<file path="src/ssq_pkg.sv">
// package: constants, enumerations and action layout of the servo stop sequencer
package ssq_pkg;

	// overtravel input handling modes
	localparam logic [1:0] OT_MODE_NORMAL = 2'h0; // limits block their own direction
	localparam logic [1:0] OT_MODE_IGNORE = 2'h1; // limits have no effect
	localparam logic [1:0] OT_MODE_ALARM = 2'h2; // any limit raises the overtravel alarm

	// overtravel stop sequence codes
	localparam logic [1:0] OT_SEQ_BRAKE = 2'h0; // braking while slowing, zero torque after
	localparam logic [1:0] OT_SEQ_ZERO_TORQUE = 2'h1; // zero torque while slowing and after
	localparam logic [1:0] OT_SEQ_IMMEDIATE = 2'h2; // immediate stop, servo lock after

	// servo off and main power off sequence codes
	localparam logic [3:0] OFF_SEQ_RETAIN_FIRST = 4'h4; // first code that keeps the deviation
	localparam logic [3:0] OFF_SEQ_IMM_FIRST = 4'h8; // first code with an immediate stop
	localparam logic [3:0] OFF_SEQ_LAST = 4'h9; // highest legal code

	// alarm sequence codes
	localparam logic [2:0] ALM_SEQ_IMM_FIRST = 3'h4; // first code allowing an immediate stop

	// speed at or below which deceleration counts as finished, in r/min
	localparam logic [15:0] STOP_SPEED_RPM = 16'h001E;

	// torque limit range for the immediate stop, in percent
	localparam logic [8:0] TORQUE_LIMIT_MAX = 9'h1F4;
	localparam logic [8:0] TORQUE_LIMIT_RST = 9'h000;

	// number of asynchronous pins passed through the synchroniser
	localparam int PIN_COUNT = 4;
	localparam int PIN_FWD = 0;
	localparam int PIN_REV = 1;
	localparam int PIN_SERVO_ON = 2;
	localparam int PIN_MAINS = 3;

	// sequence states
	typedef enum logic [1:0] {SQ_RUN, SQ_DECEL, SQ_STOP} ssq_state_e;

	// cause of the stop, lowest priority first, except that CS_OT_FWD outranks CS_OT_REV
	typedef enum logic [2:0] {CS_NONE, CS_OT_FWD, CS_OT_REV, CS_SERVO_OFF, CS_MAINS_OFF, CS_ALARM} ssq_cause_e;

	// actions chosen for one stop
	typedef struct packed {
		logic decel_brake; // braking short while slowing
		logic decel_zero_torque; // zero torque in the blocked direction while slowing
		logic decel_immediate; // immediate stop under the torque limit
		logic after_brake; // braking short after the stop
		logic after_zero_torque; // zero torque in the blocked direction after the stop
		logic after_lock; // servo lock with zero position command after the stop
		logic clear_start; // clear deviation when the stop starts
		logic clear_end; // clear deviation when deceleration ends
	} ssq_act_s;

	localparam ssq_act_s ACT_NONE = ssq_act_s'(8'h00);

endpackage

</file>
<file path="src/ssq_act_if.sv">
// interface: stop cause and chosen actions between sequencer and decoder
`timescale 1ns/1ps
interface ssq_act_if;
	ssq_pkg::ssq_cause_e cause; // requested stop cause
	ssq_pkg::ssq_act_s act; // actions for that cause
	modport dec (input cause, output act);
	modport seq (output cause, input act);
endinterface

</file>
<file path="src/ssq_decode.sv">
// module: translates a stop cause and the sequence settings into actions
`timescale 1ns/1ps
module ssq_decode (
	// sequence settings
	input wire logic [1:0] overtravel_stop_sequence,
	input wire logic [3:0] servo_off_sequence,
	input wire logic [3:0] main_power_off_sequence,
	input wire logic [2:0] alarm_sequence,
	input wire logic error_needs_immediate_stop,
	// cause in, actions out
	ssq_act_if.dec act_if
);

	logic [3:0] soff_code; // servo off code, illegal values fall back to 0
	logic [3:0] mpo_code; // main power off code, illegal values fall back to 0

	// codes above the legal range act as the safest code, 0
	always_comb begin
		soff_code = (servo_off_sequence > ssq_pkg::OFF_SEQ_LAST) ? 4'h0 : servo_off_sequence;
		mpo_code = (main_power_off_sequence > ssq_pkg::OFF_SEQ_LAST) ? 4'h0 : main_power_off_sequence;
	end

	// action table per cause
	always_comb begin
		act_if.act = ssq_pkg::ACT_NONE;
		unique case (act_if.cause)
			ssq_pkg::CS_NONE: begin
				act_if.act = ssq_pkg::ACT_NONE;
			end
			ssq_pkg::CS_OT_FWD, ssq_pkg::CS_OT_REV: begin
				if (overtravel_stop_sequence == ssq_pkg::OT_SEQ_IMMEDIATE) begin
					act_if.act.decel_immediate = 1'b1;
					act_if.act.after_lock = 1'b1;
					act_if.act.clear_start = 1'b1;
					act_if.act.clear_end = 1'b1;
				end else if (overtravel_stop_sequence == ssq_pkg::OT_SEQ_ZERO_TORQUE) begin
					act_if.act.decel_zero_torque = 1'b1;
					act_if.act.after_zero_torque = 1'b1;
				end else begin
					// code 0 and the illegal code 3 both brake
					act_if.act.decel_brake = 1'b1;
					act_if.act.after_zero_torque = 1'b1;
				end
			end
			ssq_pkg::CS_SERVO_OFF: begin
				act_if.act.decel_immediate = (soff_code >= ssq_pkg::OFF_SEQ_IMM_FIRST);
				act_if.act.decel_brake = (soff_code < ssq_pkg::OFF_SEQ_IMM_FIRST);
				// codes 0,1,4,5,8 keep braking: bit 1 clear, but the top code 9
				// shares that bit pattern and must run free
				act_if.act.after_brake = ~soff_code[1] && (soff_code != ssq_pkg::OFF_SEQ_LAST);
				act_if.act.clear_start = (soff_code < ssq_pkg::OFF_SEQ_RETAIN_FIRST)
					|| (soff_code >= ssq_pkg::OFF_SEQ_IMM_FIRST);
				act_if.act.clear_end = (soff_code >= ssq_pkg::OFF_SEQ_IMM_FIRST);
			end
			ssq_pkg::CS_MAINS_OFF: begin
				act_if.act.decel_immediate = (mpo_code >= ssq_pkg::OFF_SEQ_IMM_FIRST);
				act_if.act.decel_brake = (mpo_code < ssq_pkg::OFF_SEQ_IMM_FIRST);
				act_if.act.after_brake = 1'b1;
				act_if.act.clear_start = (mpo_code < ssq_pkg::OFF_SEQ_RETAIN_FIRST)
					|| (mpo_code >= ssq_pkg::OFF_SEQ_IMM_FIRST);
				act_if.act.clear_end = act_if.act.clear_start;
			end
			ssq_pkg::CS_ALARM: begin
				// immediate stop only for alarms that ask for it
				act_if.act.decel_immediate = (alarm_sequence >= ssq_pkg::ALM_SEQ_IMM_FIRST)
					&& error_needs_immediate_stop;
				act_if.act.decel_brake = ~act_if.act.decel_immediate;
				act_if.act.after_brake = 1'b1;
			end
		endcase
	end

endmodule

</file>
<file path="src/ssq_servo_stop_sequencer.sv">
// module: top of the servo stop sequencer, chooses and runs the stop sequence
//
// Operation
// - mode 0: limits block and stop their direction
// - mode 1: both limit inputs fully ignored
// - mode 2: either limit raises overtravel alarm
// - alarm sequence overrides overtravel stop setting
// - overtravel stop setting used only in mode 0
// - codes 0,1: brake or zero torque, retain
// - code 2: immediate stop, lock, clear twice
// - immediate stop: servo on, torque limited
// - decel ends at 30 r/min, then latched
// - servo off code picks brake, free, clear
// - main power off code 0 to 9 provided
// - main power off: brake after, clear or retain
`timescale 1ns/1ps
module ssq_servo_stop_sequencer (
	// clock and reset
	input wire logic mclk,
	input wire logic rst,
	// limit switch and command pins, asynchronous to mclk
	input wire logic fwd_overtravel_limit,
	input wire logic rev_overtravel_limit,
	input wire logic servo_on_cmd,
	input wire logic main_power_ok,
	// drive state from logic on mclk
	input wire logic drive_error,
	input wire logic error_needs_immediate_stop,
	input wire logic motor_dir_fwd,
	input wire logic [15:0] motor_speed,
	// sequence settings, held steady by the host
	input wire logic [1:0] overtravel_input_mode,
	input wire logic [1:0] overtravel_stop_sequence,
	input wire logic [3:0] servo_off_sequence,
	input wire logic [3:0] main_power_off_sequence,
	input wire logic [2:0] alarm_sequence,
	input wire logic [8:0] emergency_torque_limit,
	// brake and torque command path
	output logic braking_short,
	output logic torque_zero_fwd,
	output logic torque_zero_rev,
	output logic servo_lock_hold,
	output logic immediate_stop,
	output logic servo_energised,
	output logic torque_limit_en,
	output logic [8:0] torque_limit_pct,
	// deviation counter control
	output logic deviation_clear,
	// status
	output logic overtravel_input_alarm,
	output logic fwd_drive_blocked,
	output logic rev_drive_blocked,
	output logic stop_active,
	output logic after_stop
);

	// synchronised pin levels
	logic [ssq_pkg::PIN_COUNT-1:0] pins_raw; // pins gathered for the synchroniser
	logic [ssq_pkg::PIN_COUNT-1:0] pins_s; // pins after two flip-flops
	logic fwd_s; // forward limit, synchronised
	logic rev_s; // reverse limit, synchronised
	logic servo_on_s; // servo on command, synchronised
	logic mains_s; // main power present, synchronised

	// sequence state
	ssq_pkg::ssq_state_e state_r; // current phase of the stop
	ssq_pkg::ssq_state_e state_nxt;
	ssq_pkg::ssq_cause_e cause_r; // cause being served
	ssq_pkg::ssq_cause_e cause_nxt;
	ssq_pkg::ssq_cause_e cause_req; // highest priority cause present now
	ssq_pkg::ssq_act_s act_r; // actions latched when the stop started
	ssq_pkg::ssq_act_s act_nxt;
	logic clear_nxt; // deviation clear pulse for the next cycle

	// request terms
	logic ot_fwd_req; // forward limit hit while moving forward
	logic ot_rev_req; // reverse limit hit while moving in reverse
	logic ot_alarm_nxt; // overtravel alarm condition
	logic error_any; // any error, including the overtravel alarm
	logic slow_enough; // motor at or below the stop speed

	// next output values, all registered together
	logic brake_nxt;
	logic zero_torque_nxt;
	logic lock_nxt;
	logic imm_nxt;
	logic energised_nxt;

	// cause and action channel to the decoder
	ssq_act_if act_if ();

	// pins are asynchronous, so every one passes two flip-flops
	assign pins_raw[ssq_pkg::PIN_FWD] = fwd_overtravel_limit;
	assign pins_raw[ssq_pkg::PIN_REV] = rev_overtravel_limit;
	// servo on and main power idle high but the synchroniser resets to 0;
	// they travel inverted so the first edges after reset read them as
	// present instead of starting a false main power off stop
	assign pins_raw[ssq_pkg::PIN_SERVO_ON] = ~servo_on_cmd;
	assign pins_raw[ssq_pkg::PIN_MAINS] = ~main_power_ok;

	ssq_sync #(
		.W(ssq_pkg::PIN_COUNT)
	) u_sync (
		.mclk(mclk),
		.rst(rst),
		.pin_in(pins_raw),
		.pin_sync(pins_s)
	);

	assign fwd_s = pins_s[ssq_pkg::PIN_FWD];
	assign rev_s = pins_s[ssq_pkg::PIN_REV];
	// undo the inversion taken through the synchroniser
	assign servo_on_s = ~pins_s[ssq_pkg::PIN_SERVO_ON];
	assign mains_s = ~pins_s[ssq_pkg::PIN_MAINS];

	// action table lives in its own module so the sequencer stays readable
	// it is combinational; act_r takes its answer only when a stop starts
	ssq_decode u_decode (
		.overtravel_stop_sequence(overtravel_stop_sequence),
		.servo_off_sequence(servo_off_sequence),
		.main_power_off_sequence(main_power_off_sequence),
		.alarm_sequence(alarm_sequence),
		.error_needs_immediate_stop(error_needs_immediate_stop),
		.act_if(act_if)
	);

	assign act_if.cause = cause_req;

	// limit requests; once served, a limit holds its cause even if the
	// direction flag wobbles while the motor comes to rest
	always_comb begin
		ot_fwd_req = (overtravel_input_mode == ssq_pkg::OT_MODE_NORMAL) && fwd_s
			&& (motor_dir_fwd || (cause_r == ssq_pkg::CS_OT_FWD));
		ot_rev_req = (overtravel_input_mode == ssq_pkg::OT_MODE_NORMAL) && rev_s
			&& (!motor_dir_fwd || (cause_r == ssq_pkg::CS_OT_REV));
		ot_alarm_nxt = (overtravel_input_mode == ssq_pkg::OT_MODE_ALARM) && (fwd_s || rev_s);
		error_any = drive_error || overtravel_input_alarm;
		slow_enough = (motor_speed <= ssq_pkg::STOP_SPEED_RPM);
	end

	// cause priority: alarm, main power off, servo off, forward, reverse;
	// in mode 1 and the unused mode 3 the limits never take part
	// a higher cause arriving mid-stop restarts deceleration with its own actions
	always_comb begin
		if (error_any) begin
			cause_req = ssq_pkg::CS_ALARM;
		end else if (!mains_s) begin
			cause_req = ssq_pkg::CS_MAINS_OFF;
		end else if (!servo_on_s) begin
			cause_req = ssq_pkg::CS_SERVO_OFF;
		end else if (ot_fwd_req) begin
			cause_req = ssq_pkg::CS_OT_FWD;
		end else if (ot_rev_req) begin
			cause_req = ssq_pkg::CS_OT_REV;
		end else begin
			cause_req = ssq_pkg::CS_NONE;
		end
	end

	// sequence transitions and deviation clear points
	always_comb begin
		state_nxt = state_r;
		cause_nxt = cause_r;
		act_nxt = act_r;
		clear_nxt = 1'b0;
		if (cause_req == ssq_pkg::CS_NONE) begin
			// every cause gone: back to normal running
			state_nxt = ssq_pkg::SQ_RUN;
			cause_nxt = ssq_pkg::CS_NONE;
			act_nxt = ssq_pkg::ACT_NONE;
			// deviation kept through an alarm is cleared when it goes
			clear_nxt = (cause_r == ssq_pkg::CS_ALARM);
		end else if (cause_req != cause_r) begin
			// new or higher priority cause restarts the stop
			state_nxt = ssq_pkg::SQ_DECEL;
			cause_nxt = cause_req;
			act_nxt = act_if.act;
			clear_nxt = act_if.act.clear_start || (cause_r == ssq_pkg::CS_ALARM);
		end else if ((state_r == ssq_pkg::SQ_DECEL) && slow_enough && !deviation_clear) begin
			// once slow enough the after-stop action stays, whatever the speed;
			// a stop that starts already slow would put the end clear right
			// after the start clear and merge them, so the halt waits a cycle
			state_nxt = ssq_pkg::SQ_STOP;
			clear_nxt = act_r.clear_end;
		end
	end

	// output values for the next state; the after-stop action in the
	// stop state never looks at speed again
	always_comb begin
		brake_nxt = 1'b0;
		zero_torque_nxt = 1'b0;
		lock_nxt = 1'b0;
		imm_nxt = 1'b0;
		energised_nxt = servo_on_s && mains_s;
		unique case (state_nxt)
			ssq_pkg::SQ_RUN: begin
				energised_nxt = servo_on_s && mains_s;
			end
			ssq_pkg::SQ_DECEL: begin
				brake_nxt = act_nxt.decel_brake;
				zero_torque_nxt = act_nxt.decel_zero_torque;
				imm_nxt = act_nxt.decel_immediate;
				// braking short means the power stage is off
				energised_nxt = act_nxt.decel_immediate || act_nxt.decel_zero_torque;
			end
			ssq_pkg::SQ_STOP: begin
				brake_nxt = act_nxt.after_brake;
				zero_torque_nxt = act_nxt.after_zero_torque;
				lock_nxt = act_nxt.after_lock;
				energised_nxt = act_nxt.after_zero_torque || act_nxt.after_lock;
			end
		endcase
	end

	// sequence state register; act_r freezes the actions chosen at entry,
	// so a setting changed mid-stop only counts from the next stop
	always_ff @(posedge mclk or posedge rst) begin
		if (rst) begin
			state_r <= ssq_pkg::SQ_RUN;
			cause_r <= ssq_pkg::CS_NONE;
			act_r <= ssq_pkg::ACT_NONE;
		end else begin
			state_r <= state_nxt;
			cause_r <= cause_nxt;
			act_r <= act_nxt;
		end
	end

	// brake and torque outputs, registered in step with the state
	// one register stage for all keeps brake and torque from disagreeing
	always_ff @(posedge mclk or posedge rst) begin
		if (rst) begin
			braking_short <= 1'b0;
			torque_zero_fwd <= 1'b0;
			torque_zero_rev <= 1'b0;
			servo_lock_hold <= 1'b0;
			immediate_stop <= 1'b0;
			servo_energised <= 1'b0;
			torque_limit_en <= 1'b0;
			stop_active <= 1'b0;
			after_stop <= 1'b0;
		end else begin
			braking_short <= brake_nxt;
			torque_zero_fwd <= zero_torque_nxt && (cause_nxt == ssq_pkg::CS_OT_FWD);
			torque_zero_rev <= zero_torque_nxt && (cause_nxt == ssq_pkg::CS_OT_REV);
			servo_lock_hold <= lock_nxt;
			immediate_stop <= imm_nxt;
			servo_energised <= energised_nxt;
			torque_limit_en <= imm_nxt;
			stop_active <= (state_nxt != ssq_pkg::SQ_RUN);
			after_stop <= (state_nxt == ssq_pkg::SQ_STOP);
		end
	end

	// emergency torque limit, clamped to its range; settings above it
	// would let a sudden stop exceed what the stage is rated for
	always_ff @(posedge mclk or posedge rst) begin
		if (rst) begin
			torque_limit_pct <= ssq_pkg::TORQUE_LIMIT_RST;
		end else if (emergency_torque_limit > ssq_pkg::TORQUE_LIMIT_MAX) begin
			torque_limit_pct <= ssq_pkg::TORQUE_LIMIT_MAX;
		end else begin
			torque_limit_pct <= emergency_torque_limit;
		end
	end

	// deviation counter clear, one cycle per sequence point
	// the counter itself lives outside; this block only says when
	always_ff @(posedge mclk or posedge rst) begin
		if (rst) begin
			deviation_clear <= 1'b0;
		end else begin
			deviation_clear <= clear_nxt;
		end
	end

	// overtravel alarm follows the limit levels in mode 2 only
	// not latched: holding the alarm is the alarm handler's job
	always_ff @(posedge mclk or posedge rst) begin
		if (rst) begin
			overtravel_input_alarm <= 1'b0;
		end else begin
			overtravel_input_alarm <= ot_alarm_nxt;
		end
	end

	// drive blocking toward an active limit; the host must also stop
	// commanding that way or the retained deviation keeps growing
	always_ff @(posedge mclk or posedge rst) begin
		if (rst) begin
			fwd_drive_blocked <= 1'b0;
			rev_drive_blocked <= 1'b0;
		end else begin
			fwd_drive_blocked <= (overtravel_input_mode == ssq_pkg::OT_MODE_NORMAL) && fwd_s;
			rev_drive_blocked <= (overtravel_input_mode == ssq_pkg::OT_MODE_NORMAL) && rev_s;
		end
	end

endmodule

</file>
<file path="src/ssq_sync.sv">
// module: two flip-flop synchroniser for a group of asynchronous pins
`timescale 1ns/1ps
module ssq_sync #(
	parameter int W = 1
) (
	// clock and reset
	input wire logic mclk,
	input wire logic rst,
	// pins in, levels out
	input wire logic [W-1:0] pin_in,
	output logic [W-1:0] pin_sync
);

	logic [W-1:0] meta_r; // first stage, read only by the second stage

	// two stages; the first may go metastable and nothing else looks at it
	always_ff @(posedge mclk or posedge rst) begin
		if (rst) begin
			meta_r <= '0;
			pin_sync <= '0;
		end else begin
			meta_r <= pin_in;
			pin_sync <= meta_r;
		end
	end

endmodule

</file>
<file path="config.mk">
export PLATFORM = sky130hd
export DESIGN_NAME = ssq_servo_stop_sequencer
export DESIGN_NICKNAME = d
export VERILOG_FILES = /design/src/ssq_pkg.sv /design/src/ssq_act_if.sv /design/src/ssq_decode.sv /design/src/ssq_servo_stop_sequencer.sv /design/src/ssq_sync.sv
export SDC_FILE = /design/constraint.sdc
export NUM_CORES = 1
export LEC_CHECK = 0
export BUFFER_PORTS_ARGS = -buffer_cell sky130_fd_sc_hd__buf_2
export CORE_MARGIN = 2
export CORE_UTILIZATION = 35
export DETAILED_ROUTE_END_ITERATION = 10
export PLACE_DENSITY_LB_ADDON = 0.05
export SYNTH_ARGS = -nofsm -noshare
export SYNTH_HDL_FRONTEND = slang
export SYNTH_SLANG_ARGS = --single-unit
</file>
<file path="constraint.sdc">
create_clock -name mclk -period 3.05 [get_ports mclk]
set_input_delay 0.61 -clock mclk [delete_from_list [all_inputs] [get_ports mclk]]
set_output_delay 0.61 -clock mclk [all_outputs]
set_load 0.005 [all_outputs]
</file>
==> flow_summary.json <==
{
  "outcome": "finished clean",
  "slew_headroom_pct": 62.4,
  "die_h_um": 79.6,
  "post-route-drc-count": 0,
  "synth-simple-area-share_pct": 22.4,
  "fin_setup_tns_ns": 0,
  "clk_latency_ns": 0.30,
  "path_cells": "or4_4, or3_4, nand4_4, and3_4, nor2_8, nor2_1, o21ai_1, ha_1, nand2_2, a211o_1, a31oi_1",
  "worstSetupStartpointType": "flip-flop",
  "placed_cell_area_um2": 2630,
  "endpoint_kind": "flip-flop",
  "ant_nets": 0,
  "grt_pass1_vias": 1709,
  "yosysWarningCount": 0,
  "firstDrtPassIters": 4,
  "post-synth-top-count-cell": "dfrtp_1",
  "nFillCells": 554,
  "synth_seq_area_share_pct": 51.3,
  "internal_power_uw": 863,
  "yosys-top-cells-area": "dfrtp_1 (51%), nor2_1 (3.2%), ha_1 (3.1%), inv_1 (3.0%), nand3_1 (2.8%)",
  "syn-cell-area_um2": 2000,
  "rows": 27,
  "wl_per_cell_um": 13.6,
  "power_density_nw_per_um2": 438,
  "core_area_um2": 5510,
  "final_nets": 345,
  "p_leak_nw": 1.37,
  "grt_pass1_wl_um": 7830,
  "place_ws_ns": -0.220,
  "synth_edf_count": 0,
  "finalWeightedCongestion": 0.845,
  "synth_cell_types": 55,
  "grt_max_degree": 42,
  "synth_top_area_share_pct": 51.3,
  "hold_viol": 0,
  "port_buffers": 67,
  "cts_buffers": 5,
  "synth_fa_ha_area_share_pct": 3.13,
  "antenna_found_initial": 0,
  "clk_path_buf_depth": 2,
  "h-tree-depth": 2,
  "p_total_mw": 1.21,
  "drt-vias-per-instance": 5.00,
  "switchingPower_uw": 343,
  "dp_cells": 355,
  "final_core_util_pct": 49.9,
  "drt-initial-drc-count": 117,
  "seq_power_share_pct": 49.3,
  "synthToLayoutAreaGrowth_pct": 37.5,
  "async_reset_ff_share_pct": 100,
  "setup_viol": 0,
  "clk_pin_slew_ns": 0.09,
  "synth_xor_xnor_area_share_pct": 0,
  "layout-drive-gt1-share_pct": 44.5,
  "wl_um": 4960,
  "worstSetupPathType": "reg2reg",
  "final_area_um2": 2750,
  "slowest_stage": "or4_4",
  "synth_top_area_cell": "dfrtp_1",
  "synth_top_family_by_area": "simple AND/OR/NAND/NOR gates",
  "critPathMaxFanout": 5,
  "p_comb_share_pct": 20.0,
  "postSynthCellCount": 192,
  "boundaryPins": 71,
  "num_vias": 1821,
  "dpl.hpwl_um": 3800,
  "cts_tree": "yes",
  "clock-sinks": 41,
  "tightest_slew_ns": 0.562,
  "drv_slew": 0,
  "worst_hold_slack_ns": 0.354,
  "clock_power_share_pct": 30.7,
  "max_cap_violations": 0,
  "stdcell_count": 364,
  "syn_area_per_cell_um2": 10.4,
  "die_x_um": 79.6,
  "max_stage_delay_ns": 0.54,
  "synth_commonest_cells": "dfrtp_1 (41), nor2_1 (17), inv_1 (16)",
  "irDropWorstVdd_v": 0.000300,
  "fin_crit_sh_pct": 95.4,
  "hold_path.class": "reg2reg",
  "start_util_pct": 36.3,
  "arrival_ns": 3.14,
  "min_period_ns": 2.91,
  "synthMuxAreaShare_pct": 1.00,
  "postCtsHoldBufs": 0,
  "worstPathRequired_ns": 3.28,
  "power.switching_fraction_pct": 28.4,
  "synth_compound_area_share_pct": 16.9,
  "overflow": 0,
  "die_area_um2": 6340,
  "fmax_mhz": 344,
  "synthesis.nets": 246,
  "fin_ws_ns": 0.141,
  "ys_ff_latch": 41,
  "num_antenna_cells": 0,
  "ys.flop_type": "dfrtp_1",
  "skew_ns": 0.00613,
  "grt.total_usage_pct": 16.3,
  "clock-root-buffer": "clkbuf_8"
}
## sequential cells by signal, summed over array words and instances (netlist names), 2 cells and up
register,cells
torque_limit_pct,9
u_sync.meta_r,4
act_r,7
cause_r,3
u_sync.pin_sync,4
state_r,2
## routing by layer
metal  vias up  wire, µm  global-route usage [%]  part of all wire, %
met2        64      2390                    27.5                   48
met3         8       359                    4.07                  7.2
met5         -         0                       0                    0
li1        885         -                       -                    -
met1       864      2140                    20.3                   43
met4         0        71                    5.69                  1.4
## final timing paths
path / start / slack (ns) / cells past startpoint / endpoint
worst min register to register: u_sync.meta_r[2] / 0.35 / 0 / u_sync.pin_sync[2]
worst min-delay path: u_sync.meta_r[2] / 0.35 / 0 / u_sync.pin_sync[2]
min in group asynchronous: rst / 0.42 / 3 / u_sync.meta_r[0]
max in group asynchronous: rst / 2.27 / 3 / act_r[5]
worst max-delay path: cause_r[0] / 0.14 / 11 / torque_zero_fwd
worst max register to register: cause_r[0] / 0.14 / 11 / torque_zero_fwd
## area by class of cell
| class | count | area [µm²] | share of cell area, % |
|---|---|---|---|
| clock buffers | 5 | 68.8 | 2.50 |
| clock inverters | 3 | 21.3 | 0.773 |
| inverters | 16 | 60.1 | 2.18 |
| multi-input cells | 126 | 893 | 32.5 |
| flip-flops and latches | 41 | 1030 | 37.3 |
| well taps | 72 | 90.1 | 3.28 |
| repair buffers | 101 | 591 | 21.5 |
## power by group through the flow
stage | registers, mW | clock network (mW) | logic [mW]
after detailed placement | 0.606 | 0 | 0.237
after floorplan | 0.608 | 0 | 0.119
after global routing | 0.599 | 0.409 | 0.268
after CTS | 0.595 | 0.382 | 0.239
final | 0.594 | 0.370 | 0.241
after global placement | 0.604 | 0 | 0.236
## kinds of logic (layout without fill, tap and decap cells)
family	after synthesis	in the layout
AND/OR/NAND/NOR	73	73
AO/OA/AOI/OAI	46	46
adder cells (fa/ha/maj)	5	5
multiplexers	2	2
flip-flops	41	41
buffers and inverters	25	125
## worst max-delay path: cells and delay by family (launching register included)
kind	cells	cell delay (ns)
simple gates	7	1.44
compound gates	3	0.58
flops	1	0.43
fa+ha+maj	1	0.37
## cells in the final DEF, fill, tap and decap left out, types with 2 or more instances in the layout
cell / synthesis / layout
a211o_1: 2 / 2
a21oi_1: 6 / 6
a311oi_1: 2 / 2
a31oi_1: 4 / 4
and3_1: 3 / 2
buf_2: 0 / 67
buf_4: 1 / 34
clkbuf_8: 0 / 5
dfrtp_1: 41 / 41
ha_1: 5 / 5
inv_1: 16 / 16
mux2i_1: 2 / 2
nand2_1: 6 / 5
nand2_2: 1 / 2
nand2b_1: 3 / 3
nand3_1: 11 / 11
nor2_1: 17 / 17
nor2b_1: 2 / 2
nor3_1: 7 / 7
nor3b_1: 4 / 4
nor3b_2: 2 / 2
nor4_1: 3 / 2
o211ai_1: 2 / 2
o21a_1: 3 / 3
o21ai_0: 9 / 8
o21ai_1: 1 / 2
o22ai_1: 2 / 2
## timing repair
| action | 4_1_cts | 5_1_grt |
|---|---|---|
| setup buffers | 0 | 1 |
| resized for setup | 1 | 6 |
| endpoints found under the setup margin | 2 | 2 |
| cloned | 0 | 0 |
| pin swaps | 0 | 2 |
(Power assumes the default switching activity.)
